`src/hdl/rcw_defines.svh`:
```
`ifndef RCW_DEFINES_SVH
`define RCW_DEFINES_SVH

// register byte offsets
`define RCW_OFF_STATUS      12'h000
`define RCW_OFF_CONFIG      12'h004
`define RCW_OFF_CLKSTAT     12'h008

// reset_cause_status bit positions
`define RCW_B_IRQ_PRIORITY_ENABLE          7
`define RCW_B_SOFT_BROWNOUT_ENABLE        6
`define RCW_B_RI            4
`define RCW_B_TO            3
`define RCW_B_PD            2
`define RCW_B_POR           1
`define RCW_B_BOR           0
`define RCW_STATUS_RST      8'h5C
`define RCW_STATUS_WMASK    8'hD3

// configuration register fields
`define RCW_CFG_BOR_LSB     0
`define RCW_CFG_PIN_EN      2
`define RCW_CFG_MODE_LSB    3
`define RCW_CFG_FREQ_LSB    5
`define RCW_CFG_RST         8'h85
`define RCW_FREQ_1MHZ       3'h4

// clock status register fields
`define RCW_CS_PRI_RDY      0
`define RCW_CS_INT_STB      1
`define RCW_CS_CPU_RUN      2
`define RCW_CS_BOR_ACT      3
`define RCW_CS_CAUSE_LSB    4

// timing
`define RCW_CLK_NS          4
`define RCW_PLL_LOCK_NS     2000000
`define RCW_PLL_LOCK_CYC    (`RCW_PLL_LOCK_NS / `RCW_CLK_NS)
`define RCW_CPU_READY_CYC   8
`define RCW_OST_CYC         1024
`define RCW_STAB_CYC        64
`define RCW_FILT_CYC        16

`endif

```
`src/hdl/rcw_pkg.sv`:
```
package rcw_pkg;

    typedef enum logic [1:0]
    {
        RCW_SRC_PRI  = 2'h0,
        RCW_SRC_SEC  = 2'h1,
        RCW_SRC_INT  = 2'h2,
        RCW_SRC_NONE = 2'h3
    } rcw_src_e;

    typedef enum logic [1:0]
    {
        RCW_OSC_XTAL     = 2'h0,
        RCW_OSC_XTAL_PLL = 2'h1,
        RCW_OSC_EXT_RC   = 2'h2,
        RCW_OSC_INTERNAL_OSC   = 2'h3
    } rcw_osc_e;

    typedef enum logic [2:0]
    {
        RCW_CAUSE_POR       = 3'h0,
        RCW_CAUSE_PIN_RUN   = 3'h1,
        RCW_CAUSE_PIN_PM    = 3'h2,
        RCW_CAUSE_WDT       = 3'h3,
        RCW_CAUSE_BOR       = 3'h4,
        RCW_CAUSE_INSTR     = 3'h5,
        RCW_CAUSE_STK_FULL  = 3'h6,
        RCW_CAUSE_STK_UNDER = 3'h7
    } rcw_cause_e;

    typedef enum logic [2:0]
    {
        RCW_ST_RUN    = 3'b001,
        RCW_ST_LOWPWR = 3'b010,
        RCW_ST_WAKE   = 3'b100
    } rcw_state_e;

endpackage : rcw_pkg

```
`src/hdl/rcw_top.sv`:
```
`include "rcw_defines.svh"
`timescale 1ns/1ps
`default_nettype none

module rcw_top
#(
    parameter logic [19:0] CPU_READY_CYC = 20'(`RCW_CPU_READY_CYC),
    parameter logic [19:0] OST_CYC       = 20'(`RCW_OST_CYC),
    parameter logic [19:0] PLL_LOCK_CYC  = 20'(`RCW_PLL_LOCK_CYC),
    parameter logic [19:0] STAB_CYC      = 20'(`RCW_STAB_CYC),
    parameter logic [19:0] FILT_CYC      = 20'(`RCW_FILT_CYC)
)
(
    // clock and reset (srst is the power-on reset)
    input  wire logic             core_clk,
    input  wire logic             srst,
    // apb slave
    input  wire logic [11:0]      paddr,
    input  wire logic             psel,
    input  wire logic             penable,
    input  wire logic             pwrite,
    input  wire logic [31:0]      pwdata,
    output logic      [31:0]      prdata,
    output logic                  pready,
    output logic                  pslverr,
    // external reset pin, input only
    input  wire logic             ext_reset_pin_n,
    // core events, one-cycle pulses
    input  wire logic             bor_event,
    input  wire logic             wdt_timeout,
    input  wire logic             reset_instr,
    input  wire logic             stack_full,
    input  wire logic             stack_underflow,
    input  wire logic             watchdog_clear_instr,
    input  wire logic             sleep_instr,
    input  wire logic             wake_event,
    // low-power mode select, sampled with sleep_instr
    input  wire logic             idle_en,
    input  wire rcw_pkg::rcw_src_e idle_src,
    // status towards the core
    output logic                  core_reset_req,
    output logic                  cpu_run,
    output logic                  primary_clock_ready_flag,
    output logic                  internal_clock_stable_flag,
    output logic                  bor_active,
    output logic                  irq_priority_enable,
    output logic                  ext_pin_digital,
    output logic      [2:0]       int_osc_freq_sel
);
    import rcw_pkg::*;

    typedef struct packed
    {
        rcw_state_e  fsm;
        rcw_src_e    src;
        logic        pin_s1;
        logic        pin_s2;
        logic [19:0] filt_cnt;
        logic        pin_low;
        logic [7:0]  status;
        logic [7:0]  cfg;
        rcw_cause_e  cause;
        logic [19:0] cpu_cnt;
        logic [19:0] osc_cnt;
        logic        osc_busy;
        logic [19:0] stab_cnt;
        logic        stab_busy;
        logic        pri_rdy;
        logic        int_stb;
        logic        run;
        logic        rst_req;
        logic        bor_act;
        logic        ext_dig;
        logic        pready;
        logic        pslverr;
        logic [31:0] prdata;
    } rcw_state_s;

    rcw_state_s s_r;
    rcw_state_s s_nxt;

    function automatic logic [19:0] rcw_dec(input logic [19:0] v);
        rcw_dec = (v == 20'h0) ? 20'h0 : v - 20'h1;
    endfunction : rcw_dec

    // start-up timer only for crystal targets, never from primary idle
    function automatic logic rcw_need_ost(input rcw_src_e src, input rcw_osc_e mode);
        rcw_need_ost = (src != RCW_SRC_PRI) &&
                       ((mode == RCW_OSC_XTAL) || (mode == RCW_OSC_XTAL_PLL));
    endfunction : rcw_need_ost

    function automatic logic [19:0] rcw_osc_load(input rcw_osc_e mode);
        if (mode == RCW_OSC_XTAL_PLL)
        begin
            rcw_osc_load = OST_CYC + PLL_LOCK_CYC - 20'h1;
        end
        else
        begin
            rcw_osc_load = OST_CYC - 20'h1;
        end
    endfunction : rcw_osc_load

    // brown-out enable by configuration field, sleep and soft bit
    function automatic logic rcw_bor_on(input logic [1:0] fld, input logic sb,
                                        input logic asleep);
        case (fld)
            2'h1:    rcw_bor_on = sb;
            2'h2:    rcw_bor_on = !asleep;
            2'h3:    rcw_bor_on = 1'b1;
            default: rcw_bor_on = 1'b0;
        endcase
    endfunction : rcw_bor_on

    logic [1:0] bor_fld;
    rcw_osc_e   osc_mode;
    logic       pin_en;
    logic [7:0] status_rd;
    logic       wr_acc;
    logic       pin_rst;
    logic       any_rst;

    always_comb
    begin
        bor_fld  = s_r.cfg[`RCW_CFG_BOR_LSB +: 2];
        osc_mode = rcw_osc_e'(s_r.cfg[`RCW_CFG_MODE_LSB +: 2]);
        pin_en   = s_r.cfg[`RCW_CFG_PIN_EN];
        // soft enable reads zero unless software control is chosen
        status_rd = s_r.status;
        status_rd[`RCW_B_SOFT_BROWNOUT_ENABLE] = s_r.status[`RCW_B_SOFT_BROWNOUT_ENABLE] && (bor_fld == 2'h1);
        status_rd[5] = 1'b0;
        wr_acc  = psel && penable && pwrite && s_r.pready;
        pin_rst = pin_en && s_r.pin_low;
        any_rst = pin_rst || bor_event || reset_instr || stack_full ||
                  stack_underflow || (wdt_timeout && (s_r.fsm == RCW_ST_RUN));
    end

    always_comb
    begin
        s_nxt = s_r;

        // pin: two flops, then a low-level glitch filter
        s_nxt.pin_s1  = ext_reset_pin_n;
        s_nxt.pin_s2  = s_r.pin_s1;
        s_nxt.ext_dig = s_r.pin_s2;
        if (s_r.pin_s2)
        begin
            s_nxt.filt_cnt = 20'h0;
            s_nxt.pin_low  = 1'b0;
        end
        else if (s_r.filt_cnt >= FILT_CYC - 20'h1)
        begin
            s_nxt.pin_low = 1'b1;
        end
        else
        begin
            s_nxt.filt_cnt = s_r.filt_cnt + 20'h1;
        end

        // apb: answer in the first access cycle
        s_nxt.pready  = psel && !penable;
        s_nxt.pslverr = 1'b0;
        s_nxt.prdata  = 32'h0;
        if (psel && !penable)
        begin
            if (paddr == `RCW_OFF_STATUS)
            begin
                s_nxt.prdata = {24'h0, status_rd};
            end
            else if (paddr == `RCW_OFF_CONFIG)
            begin
                s_nxt.prdata = {24'h0, s_r.cfg};
            end
            else if (paddr == `RCW_OFF_CLKSTAT)
            begin
                s_nxt.prdata[`RCW_CS_PRI_RDY]      = s_r.pri_rdy;
                s_nxt.prdata[`RCW_CS_INT_STB]      = s_r.int_stb;
                s_nxt.prdata[`RCW_CS_CPU_RUN]      = s_r.run;
                s_nxt.prdata[`RCW_CS_BOR_ACT]      = s_r.bor_act;
                s_nxt.prdata[`RCW_CS_CAUSE_LSB+:3] = s_r.cause;
            end
            else
            begin
                s_nxt.pslverr = 1'b1;
            end
        end

        // software writes first, so a same-cycle hardware event wins
        if (wr_acc && (paddr == `RCW_OFF_STATUS))
        begin
            s_nxt.status = (s_r.status & ~8'(`RCW_STATUS_WMASK)) |
                           (pwdata[7:0] & 8'(`RCW_STATUS_WMASK));
        end
        else if (wr_acc && (paddr == `RCW_OFF_CONFIG))
        begin
            s_nxt.cfg = pwdata[7:0];
        end

        // reset causes; only the core is reset, the pin is never driven
        s_nxt.rst_req = any_rst;
        if (pin_rst)
        begin
            s_nxt.cause = (s_r.fsm == RCW_ST_RUN) ? RCW_CAUSE_PIN_RUN
                                                  : RCW_CAUSE_PIN_PM;
        end
        else if (bor_event)
        begin
            s_nxt.cause = RCW_CAUSE_BOR;
            s_nxt.status[`RCW_B_BOR] = 1'b0;
        end
        else if (wdt_timeout && (s_r.fsm == RCW_ST_RUN))
        begin
            s_nxt.cause = RCW_CAUSE_WDT;
        end
        else if (reset_instr)
        begin
            s_nxt.cause = RCW_CAUSE_INSTR;
            s_nxt.status[`RCW_B_RI] = 1'b0;
        end
        else if (stack_full)
        begin
            s_nxt.cause = RCW_CAUSE_STK_FULL;
        end
        else if (stack_underflow)
        begin
            s_nxt.cause = RCW_CAUSE_STK_UNDER;
        end

        if (watchdog_clear_instr)
        begin
            s_nxt.status[`RCW_B_TO] = 1'b1;
            s_nxt.status[`RCW_B_PD] = 1'b1;
        end
        if (wdt_timeout)
        begin
            s_nxt.status[`RCW_B_TO] = 1'b0;
        end

        // stabilization runs on regardless of execution
        if (s_r.stab_busy)
        begin
            s_nxt.stab_cnt = rcw_dec(s_r.stab_cnt);
            if (s_r.stab_cnt == 20'h0)
            begin
                s_nxt.stab_busy = 1'b0;
                s_nxt.int_stb   = 1'b1;
            end
        end

        case (s_r.fsm)
            RCW_ST_RUN:
            begin
                if (sleep_instr && !any_rst)
                begin
                    s_nxt.fsm = RCW_ST_LOWPWR;
                    s_nxt.run = 1'b0;
                    s_nxt.src = idle_en ? idle_src : RCW_SRC_NONE;
                    s_nxt.status[`RCW_B_TO] = !wdt_timeout;
                    s_nxt.status[`RCW_B_PD] = 1'b0;
                    if (idle_en && (idle_src == RCW_SRC_PRI))
                    begin
                        s_nxt.pri_rdy = s_r.pri_rdy;
                    end
                    else
                    begin
                        // primary oscillator is shut down here
                        s_nxt.pri_rdy = 1'b0;
                    end
                end
            end
            RCW_ST_LOWPWR:
            begin
                if (wake_event || wdt_timeout || any_rst)
                begin
                    s_nxt.fsm     = RCW_ST_WAKE;
                    s_nxt.cpu_cnt = CPU_READY_CYC - 20'h1;
                    // both delays start together
                    s_nxt.osc_busy = rcw_need_ost(s_r.src, osc_mode);
                    s_nxt.osc_cnt  = rcw_osc_load(osc_mode);
                    if ((osc_mode == RCW_OSC_INTERNAL_OSC) && (s_r.src != RCW_SRC_INT) &&
                        (s_r.src != RCW_SRC_PRI))
                    begin
                        s_nxt.int_stb   = 1'b0;
                        s_nxt.stab_busy = 1'b1;
                        s_nxt.stab_cnt  = STAB_CYC - 20'h1;
                    end
                end
            end
            RCW_ST_WAKE:
            begin
                s_nxt.cpu_cnt = rcw_dec(s_r.cpu_cnt);
                if (s_r.osc_busy)
                begin
                    s_nxt.osc_cnt = rcw_dec(s_r.osc_cnt);
                    if (s_r.osc_cnt == 20'h0)
                    begin
                        s_nxt.osc_busy = 1'b0;
                        s_nxt.pri_rdy  = 1'b1;
                    end
                end
                // execution starts on the cycle after both delays end
                // an expiring start-up count ends its delay on this same edge
                if ((s_r.cpu_cnt == 20'h0) && (!s_r.osc_busy || (s_r.osc_cnt == 20'h0)))
                begin
                    s_nxt.fsm = RCW_ST_RUN;
                    s_nxt.run = 1'b1;
                    if ((osc_mode != RCW_OSC_INTERNAL_OSC) && !s_r.pri_rdy)
                    begin
                        s_nxt.pri_rdy = 1'b1;
                    end
                end
            end
            default:
            begin
                s_nxt.fsm = RCW_ST_RUN;
            end
        endcase

        s_nxt.bor_act = rcw_bor_on(bor_fld, s_r.status[`RCW_B_SOFT_BROWNOUT_ENABLE],
                                   (s_r.fsm != RCW_ST_RUN) && (s_r.src == RCW_SRC_NONE));
    end

    always_ff @(posedge core_clk)
    begin
        if (srst)
        begin
            // power-on: begin as a wake from sleep with full start-up
            s_r           <= '0;
            s_r.fsm       <= RCW_ST_WAKE;
            s_r.src       <= RCW_SRC_NONE;
            s_r.pin_s1    <= 1'b1;
            s_r.pin_s2    <= 1'b1;
            s_r.ext_dig   <= 1'b1;
            s_r.status    <= 8'(`RCW_STATUS_RST);
            s_r.cfg       <= 8'(`RCW_CFG_RST);
            s_r.cause     <= RCW_CAUSE_POR;
            s_r.cpu_cnt   <= CPU_READY_CYC - 20'h1;
            s_r.osc_busy  <= 1'b1;
            s_r.osc_cnt   <= OST_CYC - 20'h1;
            s_r.bor_act   <= 1'b1;
        end
        else
        begin
            s_r <= s_nxt;
        end
    end

    assign prdata                     = s_r.prdata;
    assign pready                     = s_r.pready;
    assign pslverr                    = s_r.pslverr;
    assign core_reset_req             = s_r.rst_req;
    assign cpu_run                    = s_r.run;
    assign primary_clock_ready_flag   = s_r.pri_rdy;
    assign internal_clock_stable_flag = s_r.int_stb;
    assign bor_active                 = s_r.bor_act;
    assign irq_priority_enable        = s_r.status[`RCW_B_IRQ_PRIORITY_ENABLE];
    assign ext_pin_digital            = s_r.ext_dig;
    assign int_osc_freq_sel           = s_r.cfg[`RCW_CFG_FREQ_LSB +: 3];

endmodule : rcw_top

`default_nettype wire

```
`config.mk`:
```
export PLATFORM = sky130hd
export DESIGN_NAME = rcw_top
export DESIGN_NICKNAME = d
export VERILOG_FILES = /design/src/hdl/rcw_pkg.sv /design/src/hdl/rcw_top.sv
export VERILOG_INCLUDE_DIRS = /design/src /design/src/hdl
export SDC_FILE = /design/constraint.sdc
export NUM_CORES = 1
export LEC_CHECK = 0
export BUFFER_PORTS_ARGS = -buffer_cell sky130_fd_sc_hd__buf_2
export CAP_MARGIN = 10
export CORE_MARGIN = 4
export CORE_UTILIZATION = 39
export CTS_BUF_LIST = sky130_fd_sc_hd__clkbuf_8
export CTS_CLUSTER_SIZE = 20
export DETAILED_ROUTE_END_ITERATION = 10
export REMOVE_ABC_BUFFERS = 1
export SYNTH_ARGS = -nofsm -noshare
export SYNTH_HDL_FRONTEND = slang
export SYNTH_SLANG_ARGS = --single-unit
```
`constraint.sdc`:
```
create_clock -name core_clk -period 5.4 [get_ports core_clk]
set_clock_uncertainty 0.2 [all_clocks]
set_input_delay 0 -clock core_clk [delete_from_list [all_inputs] [get_ports core_clk]]
set_output_delay 0 -clock core_clk [all_outputs]
set_load 0.005 [all_outputs]
```
==> flow_summary_export.csv, run 1 <==
group,metric,value,unit
floorplanning,die-area,17600,um2
placed_design,dpl-instance-area,6290,um2
cts,cts_resized,0,
floorplanning,start_util,39.9,%
sta,slew-limit-headroom,28.9,%
floorplanning,num_rows,45,
min_path,holdCritPathClass,"primary input to flip-flop",
grt,grt_pass1_vias,5134,
finish,fin_nets,845,
power_and_ir_drop,irDropWorstVdd,0.205,mV
sta,setup_viol,0,
sta,drv_slew,0,
cts,clock_sinks,124,
sta,rsz0062_at_grt,"false",
floorplanning,io_pins,105,
sta,tightest_slew,1.06,ns
finish,final_cell_mix,"dfxtp_1, nor2_1, nand2_1, buf_2, dlygate4sd3_1",
finish,area_growth_syn_to_layout,20.1,%
cts,cts_tree,"built",
drt,drc,0,
finish,final_common_cell,"dfxtp_1",
placed_design,place_congestion,0.804,
cts,cts-buffers-inserted,17,
sta,fin_crit_sh,63.0,%
cts,clockBufferDepth,2,
grt,grt_usage,16.3,%
drt,dr.pass1.iters,8,
grt,grt_max_degree,44,
yosys,ys_async_sr_fraction,0,%
floorplanning,core_area,15200,um2
finish,drive_above_1_share,17.0,%
worst_setup_path,cp-end-kind,"flip-flop",
sta,setup_tns,0,ns
cts,path_clk_slew,0.07,ns
drt,routed-via-count,5387,
yosys,avgSynthCellArea,8.85,um2
finish,n_antenna_cell,0,
grt,grt_pass1_wl,24100,um
yosys,synthCells,685,
cts,cts_max_level,4,
cts,clk_latency,0.45,ns
drt,avgRoutedWirePerCell,14.9,um
cts,cts_setup_buffers,0,
cts,cts-root-buf,"clkbuf_8",
worst_setup_path,arrival,3.53,ns
grt,antenna_found_initial,0,
placed_design,dp_hpwl,9710,um
yosys,ys.flop_type,"dfxtp_1",
cts,ctsHoldBuffers,52,
power_and_ir_drop,p_leak,2.87,nW
yosys,ys_ff_latch,124,
worst_setup_path,startpoint_type,"flip-flop",
drt,drt_iter0_drc,484,
grt,overflow,0,
worst_setup_path,critPathRequiredTime,5.53,ns
yosys,synth-edff-count,0,
yosys,yosysUniqueCellTypes,78,
sta,period_needed,3.40,ns
drt,ant_nets,0,
power_and_ir_drop,total_power,0.00203,W
drt,viasPerCell,5.51,
sta,hold_viol,0,
worst_setup_path,worst-path-max-fanout,5,
placed_design,portBuffers,56,
job,drv_cap,0,
worst_setup_path,worst-setup-path-type,"flip-flop to flip-flop",
yosys,seq_area_frac_synth,40.9,%
run_status,status,"completed",
drt,routed_wl,14600,um
finish,stdcell_area,7280,um2
yosys,synth_area,6060,um2
yosys,yosys_warnings,0,
floorplanning,die_h,133,um
floorplanning,die_width,133,um
power_and_ir_drop,pwr_density_cell,279,nW/um2
sta,timing.fmax,294,MHz
-- state kept, by name, summed over array words and instances, names as in the netlist --
name / cells
s_r: 97
prdata: 8
int_osc_freq_sel: 3
bor_fld: 2
osc_mode: 2
s_nxt: 2
bor_active: 1
core_reset_req: 1
cpu_run: 1
ext_pin_digital: 1
internal_clock_stable_flag: 1
irq_priority_enable: 1
pin_en: 1
pready: 1
primary_clock_ready_flag: 1
pslverr: 1
-- where the power goes --
part | internal, W | switching, W
registers | 0.000926 | 0.0000131
logic | 0.0000530 | 0.0000670
clock network | 0.000596 | 0.000374
-- layout make-up --
class                      count  area (um2)
sequential                   124        2480
tap                          188         235
multi-input combinational    508        3210
clock inverter                11         188
inverter                      14        52.6
clock buffer                  21         289
fill                        1409        7920
timing repair buffer         112         831
-- synth_stat cells, types with 3 or more instances --
cell type / instances / area share, %
a211oi_1: 4 / 0.50
a21o_1: 3 / 0.37
a21oi_1: 30 / 2.5
a221o_1: 4 / 0.66
a221oi_1: 3 / 0.43
a222oi_1: 6 / 0.99
a22oi_1: 3 / 0.37
a31oi_1: 8 / 0.83
and2_1: 19 / 2.0
and3_1: 7 / 0.72
and4_1: 3 / 0.43
buf_2: 8 / 0.66
buf_4: 38 / 4.7
buf_6: 3 / 0.56
clkbuf_1: 10 / 0.62
dfxtp_1: 124 / 41
ha_1: 7 / 1.4
inv_1: 13 / 0.80
mux2i_1: 11 / 1.8
nand2_1: 56 / 3.5
nand2b_1: 4 / 0.41
nand3_1: 34 / 2.8
nand3b_1: 6 / 0.74
nand4_1: 9 / 0.93
nor2_1: 61 / 3.8
nor2_2: 3 / 0.31
nor3_1: 27 / 2.2
nor3_2: 6 / 0.99
nor3b_1: 8 / 0.99
nor4_1: 14 / 1.4
nor4_2: 4 / 0.83
nor4_4: 4 / 1.4
o211ai_1: 8 / 0.99
o21a_1: 4 / 0.50
o21ai_0: 24 / 2.0
o21ai_1: 4 / 0.33
o311ai_0: 6 / 0.87
o41ai_1: 3 / 0.43
or2_2: 6 / 0.62
or3_1: 14 / 1.4
or4_1: 9 / 1.1
xnor2_1: 16 / 2.3
xor2_1: 6 / 0.87
-- per-stage QoR --
stage | hold WS, ns | std cells | setup WS, ns | util [%]
after floorplan | -0.131 | 646 | 2.50 | -
after global placement | -0.0115 | 894 | 2.73 | 41.4
after detailed placement | -0.00788 | 894 | 2.62 | 41.4
after CTS | 0.00176 | 978 | 2.07 | 47.9
after global routing | 0.0619 | 978 | 1.91 | 47.9
final | 0.0385 | 978 | 2.00 | 47.9
-- kinds of logic (layout without fill, tap and decap cells) --
kind of cell	after synthesis	in the layout	synth area share, %
AOI/OAI and AO/OA	132	132	15.0
adders and majority gates	7	7	1.44
and+or+nand+nor	312	312	29.9
xor gates and xnor gates	22	22	3.18
buffers and inverters	76	158	7.70
muxes	11	11	1.82
other	1	24	0.0618
DFF	124	124	40.9
-- critical path: stages, from the launching register on --
cell and delay [ns]:
dfxtp_1 0.43, nor3b_1 0.62, nand2_1 0.21, or3_1 0.40, nor3b_1 0.20, dlygate4sd3_1 0.57, o21ai_0 0.07, dlygate4sd3_1 0.58
-- per-layer routing --
metal	up-vias	routed length [um]	GRT usage, %
met1	2576	6720	20.8
met2	163	6920	27.0
met5	-	0	0
met3	14	831	4.18
li1	2634	-	-
met4	0	149	5.48
-- path summary, 6_finish.rpt --
| check | start | to | slack, ns | cells past startpoint |
|---|---|---|---|---|
| setup / recovery | s_r[146]$_SDFFE_PP0P_ | s_r[144]$_SDFFE_PP1P_ | 2.00 | 7 |
| hold / removal | paddr[6] | prdata[1]$_SDFF_PP0_ | 0.04 | 5 |
| setup reg to reg | s_r[146]$_SDFFE_PP0P_ | s_r[144]$_SDFFE_PP1P_ | 2.00 | 7 |
| hold reg to reg | s_nxt[142]$_SDFF_PP1_ | s_nxt[34]$_SDFF_PP1_ | 0.21 | 1 |
Note: power is estimated with default switching activity, not from simulation.
==> inputs of run 2 (changes only) <==
Clock period 5.4 ns to 3.3 ns, I/O delays scaled along.
==> flow_summary_export.csv, run 2 (same netlist as run 1, synthesis figures left out) <==
group,metric,value,unit
floorplanning,core_area,15200,um2
placed_design,place_congestion,0.824,
cts,cts_setup_buffers,0,
grt,grt_max_degree,25,
finish,n_antenna_cell,0,
drt,met2_length,7020,um
finish,largest-register,"s_r",
finish,drive_above_1_share,17.2,%
floorplanning,start_util,39.9,%
drt,dr.max_layer_used,"met4",
placed_design,portBuffers,56,
cts,cts-buffers-inserted,17,
cts,cts_max_level,4,
cts,ctsHoldBuffers,46,
grt,antenna_found_initial,0,
worst_setup_path,startpoint_type,"primary input",
worst_setup_path,worst-setup-path-type,"primary input to flip-flop",
power_and_ir_drop,p_leak,2.83,nW
drt,routed-via-count,5351,
worst_setup_path,arrival,3.38,ns
grt,grt_pass1_wl,25000,um
drt,viasPerCell,5.48,
finish,area_growth_syn_to_layout,18.3,%
sta,tightest_slew,0.904,ns
finish,largest_reg_flops,97,
cts,clock_sinks,124,
finish,final_common_cell,"dfxtp_1",
power_and_ir_drop,irDropWorstVdd,0.273,mV
sta,setup_viol,0,
drt,ant_nets,0,
sta,drv_slew,0,
sta,hold_viol,0,
sta,fin_crit_sh,97.3,%
sta,setup_slack,0.0892,ns
floorplanning,num_rows,45,
worst_setup_path,cpLargestDelayFamily,"buffers and inverters",
grt,overflow,0,
cts,cts_resized,0,
worst_setup_path,worst-path-max-fanout,13,
worst_setup_path,critPathRequiredTime,3.47,ns
worst_setup_path,crit_slowest_cell,"dlygate4sd3_1",
job,drv_cap,0,
cts,clockBufferDepth,2,
floorplanning,die_h,133,um
sta,period_needed,3.21,ns
sta,rsz0062_at_grt,"false",
finish,fin_nets,845,
sta,slew-limit-headroom,39.3,%
min_path,holdCritPathClass,"primary input to flip-flop",
worst_setup_path,cp_num_buf_inv,6,
sta,setup_tns,0,ns
placed_design,dp_slack,0.538,ns
drt,routed_wl,14600,um
drt,avgRoutedWirePerCell,15.0,um
worst_setup_path,path_common_cell,"dlygate4sd3_1",
sta,timing.fmax,311,MHz
grt,grt_pass1_vias,5306,
drt,wl_met3,728,um
drt,drt_iter0_drc,361,
cts,cts_tree,"built",
worst_setup_path,max_stage_delay,0.59,ns
finish,fillers,1450,
floorplanning,io_pins,105,
cts,clk_latency,0.44,ns
finish,final_cell_mix,"dfxtp_1, nor2_1, nand2_1, buf_2, dlygate4sd3_1",
floorplanning,die-area,17600,um2
power_and_ir_drop,pwr_density_cell,418,nW/um2
worst_setup_path,cp-end-kind,"flip-flop",
grt,grt_usage,16.9,%
placed_design,dp_hpwl,10100,um
cts,path_clk_slew,0.07,ns
run_status,status,"completed",
drt,wl_met1,6620,um
worst_setup_path,crit_chain,"dlygate4sd3_1 -> buf_2 -> or4_4 -> dlygate4sd3_1 -> nor3_1 -> dlygate4sd3_1 -> buf_4 -> nand3_1 -> dlygate4sd3_1 -> a21oi_1",
floorplanning,die_width,133,um
drt,drc,0,
cts,cts-root-buf,"clkbuf_8",
drt,dr.pass1.iters,5,
[run 2: cell types whose count changed in the layout (fill, tap and decap cells not counted)]
cell | previous run | this run
buf_4 | 4 | 9
bufinv_16 | 5 | 1
clkbuf_8 | 21 | 23
clkinvlp_4 | 3 | 2
dlygate4sd3_1 | 52 | 46
inv_1 | 13 | 16
[run 2: worst reg2reg max path: cells and delay by family, from the launching register on]
family | cells | cell delay [ns]
simple gates | 3 | 0.77
buf+inv | 2 | 1.16
compound gates | 2 | 0.39
flops | 1 | 0.40
[run 2: final cells by class]
type | count | area [um2] | area share [%]
clock buffers | 22 | 303 | 4.22
inverters | 14 | 52.6 | 0.733
clock inverters | 9 | 71.3 | 0.994
repair buffers | 112 | 822 | 11.5
multi-input cells | 508 | 3210 | 44.7
flip-flops and latches | 124 | 2480 | 34.6
well taps | 188 | 235 | 3.28
[run 2: where the power goes]
part           switching, W  internal [W]
logic              0.000109     0.0000879
registers         0.0000211       0.00152
clock network      0.000582      0.000678
total              0.000712       0.00228
[run 2: final timing paths]
kind | from | end | slack [ns] | cells after the start
worst min-delay path | paddr[11] | prdata[5]$_SDFF_PP0_ | 0.04 | 6
worst max-delay path | paddr[10] | irq_priority_enable$_SDFFE_PP0N_ | 0.09 | 10
worst min register to register | s_nxt[142]$_SDFF_PP1_ | s_nxt[34]$_SDFF_PP1_ | 0.22 | 1
worst max register to register | s_r[121]$_SDFFE_PP0P_ | s_r[144]$_SDFFE_PP1P_ | 0.27 | 7
[run 2: routing by layer]
metal,vias to the layer above,GRT usage [%]
li1,2629,-
met1,2558,21.4
met3,22,4.30
met2,142,27.9
met5,-,0
met4,0,6.58
[run 2: metrics by stage]
| step | std cells | hold WS (ns) | instance area [um2] | total power [W] | utilization, % |
|---|---|---|---|---|---|
| after floorplan | 646 | -0.131 | 5740 | 0.00166 | - |
| after global placement | 899 | -0.0146 | 6320 | 0.00173 | 41.6 |
| after detailed placement | 899 | -0.00737 | 6320 | 0.00173 | 41.6 |
| after CTS | 976 | 0.00391 | 7160 | 0.00303 | 47.1 |
| after global routing | 977 | 0.0642 | 7170 | 0.00313 | 47.2 |
| final | 977 | 0.0374 | 7170 | 0.00300 | 47.2 |
==> inputs of run 3 (changes only) <==
Settings changed: ABC_AREA set to 1.
==> flow_summary_export.csv, run 3 <==
group,metric,value,unit
run_status,status,"completed",
placed_design,place_congestion,0.841,
cts,cts_max_level,4,
worst_setup_path,critPathRequiredTime,3.51,ns
sta,drv_slew,0,
yosys,ys_async_sr_fraction,0,%
yosys,synth_top_cell_area_share,38.6,%
cts,cts-root-buf,"clkbuf_8",
cts,clk_latency,0.46,ns
placed_design,dp_hpwl,10600,um
finish,largest_reg_flops,97,
yosys,ys.flop_type,"dfxtp_1",
sta,fin_crit_sh,94.7,%
drt,drt_iter0_drc,293,
yosys,seq_area_frac_synth,38.6,%
sta,timing.fmax,320,MHz
yosys,avgSynthCellArea,6.88,um2
floorplanning,die_h,136,um
yosys,synth_top_area_cell,"dfxtp_1",
grt,antenna_found_initial,0,
worst_setup_path,reg2reg_depth,8,
drt,drc,0,
sta,rsz0062_at_grt,"false",
finish,fin_cells,1257,
sta,slew-limit-headroom,50.3,%
finish,n_antenna_cell,0,
worst_setup_path,timing.rr.end,"s_r[144]$_SDFFE_PP1P_",
floorplanning,num_rows,46,
cts,clock_sinks,124,
power_and_ir_drop,power_frac_clock,33.9,%
placed_design,portBuffers,56,
min_path,holdPathEnd,"prdata[0]$_SDFF_PP0_",
cts,path_clk_slew,0.09,ns
grt,grt_pass1_vias,5635,
power_and_ir_drop,total_power,0.00423,W
worst_setup_path,startpoint,"paddr[8]",
sta,setup_tns,0,ns
job,drv_cap,0,
sta,hold_viol,0,
power_and_ir_drop,pwr-share-comb,24.5,%
min_path,holdCritPathClass,"primary input to flip-flop",
finish,final-seq-area,2480,um2
cts,cts_setup_buffers,0,
finish,fillers,1673,
yosys,synth-edff-count,0,
worst_setup_path,worst-setup-path-type,"primary input to flip-flop",
floorplanning,die-area,18600,um2
placed_design,dp.cells,1176,
power_and_ir_drop,p_sw,0.00147,W
yosys,yosys-top-cells-area,"dfxtp_1, nand2_1, nor2_1",
cts,clockBufferDepth,2,
power_and_ir_drop,switching_share,34.7,%
sta,setup_slack,0.175,ns
drt,routed-via-count,5904,
floorplanning,die_width,136,um
power_and_ir_drop,p_leak,3.46,nW
drt,dr.pass1.iters,5,
finish,final_common_cell,"nand2_1",
min_path,hold_start,"paddr[1]",
placed_design,dp_slack,1.24,ns
finish,drive_above_1_share,12.0,%
drt,routed_wl,15200,um
yosys,ys_ff_latch,124,
power_and_ir_drop,p_int,0.00276,W
sta,period_needed,3.12,ns
worst_setup_path,worst-path-max-fanout,13,
worst_setup_path,cp-end-kind,"flip-flop",
cts,cts_tree,"built",
floorplanning,core_area,16000,um2
grt,grt_max_degree,40,
yosys,yosys_warnings,0,
min_path,hold_depth,7,
grt,overflow,0,
floorplanning,start_util,40.1,%
sta,setup_viol,0,
power_and_ir_drop,irDropWorstVdd,0.387,mV
yosys,netlist_top_cells_count,"nand2_1, nor2_1, dfxtp_1, inv_1, nand3_1",
power_and_ir_drop,p_seq_share,41.6,%
finish,fin_nets,1096,
finish,largest-register,"s_r",
power_and_ir_drop,pwr_density_cell,553,nW/um2
drt,ant_nets,0,
grt,grt_pass1_wl,26200,um
worst_setup_path,startpoint_type,"primary input",
drt,avgRoutedWirePerCell,12.1,um
sta,tightest_slew,0.746,ns
yosys,synthCells,933,
worst_setup_path,arrival,3.33,ns
finish,multi_input_area,3230,um2
yosys,synth_area,6420,um2
finish,final_cell_mix,"nand2_1, nor2_1, dfxtp_1, inv_1, nand3_1",
finish,fin_util,47.8,%
yosys,synth.most_common_cell,"nand2_1",
cts,cts-buffers-inserted,17,
worst_setup_path,r2r-start,"s_r[146]$_SDFFE_PP0P_",
drt,viasPerCell,4.70,
worst_setup_path,r2r_slack,0.44,ns
grt,grt_usage,17.4,%
yosys,yosysUniqueCellTypes,48,
finish,area_growth_syn_to_layout,19.0,%
floorplanning,io_pins,105,
## run 3: changes by cell type in the layout (fill, tap and decap cells not counted), sizes merged, moves of 11 or more
cell	delta
mux2i	-11
o21ai	+25
nor4	-20
or3	-16
and2	-19
nand2	+136
nor3	-13
inv	+106
nand3	+39
nor2	+100
or4	-11
## run 3: metal layers
| metal | GRT usage, % | vias to the layer above | share of wire [%] |
|---|---|---|---|
| li1 | - | 3128 | - |
| met1 | 22.5 | 2628 | 48 |
| met2 | 28.1 | 127 | 46 |
| met3 | 4.37 | 21 | 3.9 |
| met4 | 6.33 | 0 | 1.7 |
| met5 | 0 | - | 0 |
## run 3: worst max path at each step
| stage | cells past startpoint | end | slack, ns |
|---|---|---|---|
| 2_1_floorplan | 8 | s_r[92]$_SDFFE_PP0P_ | 1.63 |
| 3_5_place_dp | 8 | s_r[76]$_SDFFE_PP0P_ | 1.24 |
| 4_1_cts | 12 | s_r[119]$_SDFFE_PP1N_ | 0.11 |
| 5_1_grt | 12 | s_r[144]$_SDFFE_PP1P_ | 0.02 |
| 3_3_place_gp | 8 | s_r[73]$_SDFFE_PP0P_ | 1.25 |
| 6_report | 12 | s_r[119]$_SDFFE_PP1N_ | 0.18 |
## run 3: what timing repair did
action	4_1_cts	5_1_grt
hold endpoints to repair	56	0
setup endpoints to repair	0	1
resized for setup	0	2
hold buffers	49	0
## run 3: logic make-up after synthesis
family | share of synthesized area [%]
AND/OR/NAND/NOR | 33.3
buffers and inverters | 12.6
flip-flops | 38.6
AO/OA/AOI/OAI | 10.8
XOR/XNOR | 3.27
adder cells (fa/ha/maj) | 1.36
other | 0.0584
## run 3: final cells by class
| cell class | instances | share of cell area [%] |
|---|---|---|
| repair buffers | 107 | 10.4 |
| well taps | 216 | 3.54 |
| clock buffers | 17 | 3.06 |
| multi-input cells | 660 | 42.2 |
| flip-flops and latches | 124 | 32.5 |
| inverters | 118 | 5.81 |
| clock inverters | 15 | 2.49 |
## run 3: through the flow
| step | hold slack (ns) | instance area (um2) |
|---|---|---|
| CTS | 0.00689 | 7640 |
| global placement | 0.00779 | 6730 |
| floorplan | -0.131 | 6150 |
| global route | 0.0469 | 7640 |
| finish | 0.00455 | 7640 |
| detailed placement | 0.00799 | 6730 |
## run 3: power by group through the flow
stage | clock (W) | sequential, W | combinational, W
after global placement | 0 | 0.00179 | 0.00100
final | 0.00144 | 0.00176 | 0.00103
after global routing | 0.00155 | 0.00178 | 0.00121
after CTS | 0.00148 | 0.00176 | 0.00104
after detailed placement | 0 | 0.00179 | 0.00101
after floorplan | 0 | 0.00176 | 0.000773
## run 3: worst max-delay path, stage by stage
cell and delay, ns:
dlygate4sd3_1 0.53, buf_2 0.12, nor2_1 0.08, dlygate4sd3_1 0.56, nand2_1 0.10, nor2_1 0.20, nand2_2 0.21, nor2_2 0.25
nand2_1 0.07, dlygate4sd3_1 0.57, nand3_1 0.09, dlygate4sd3_1 0.55
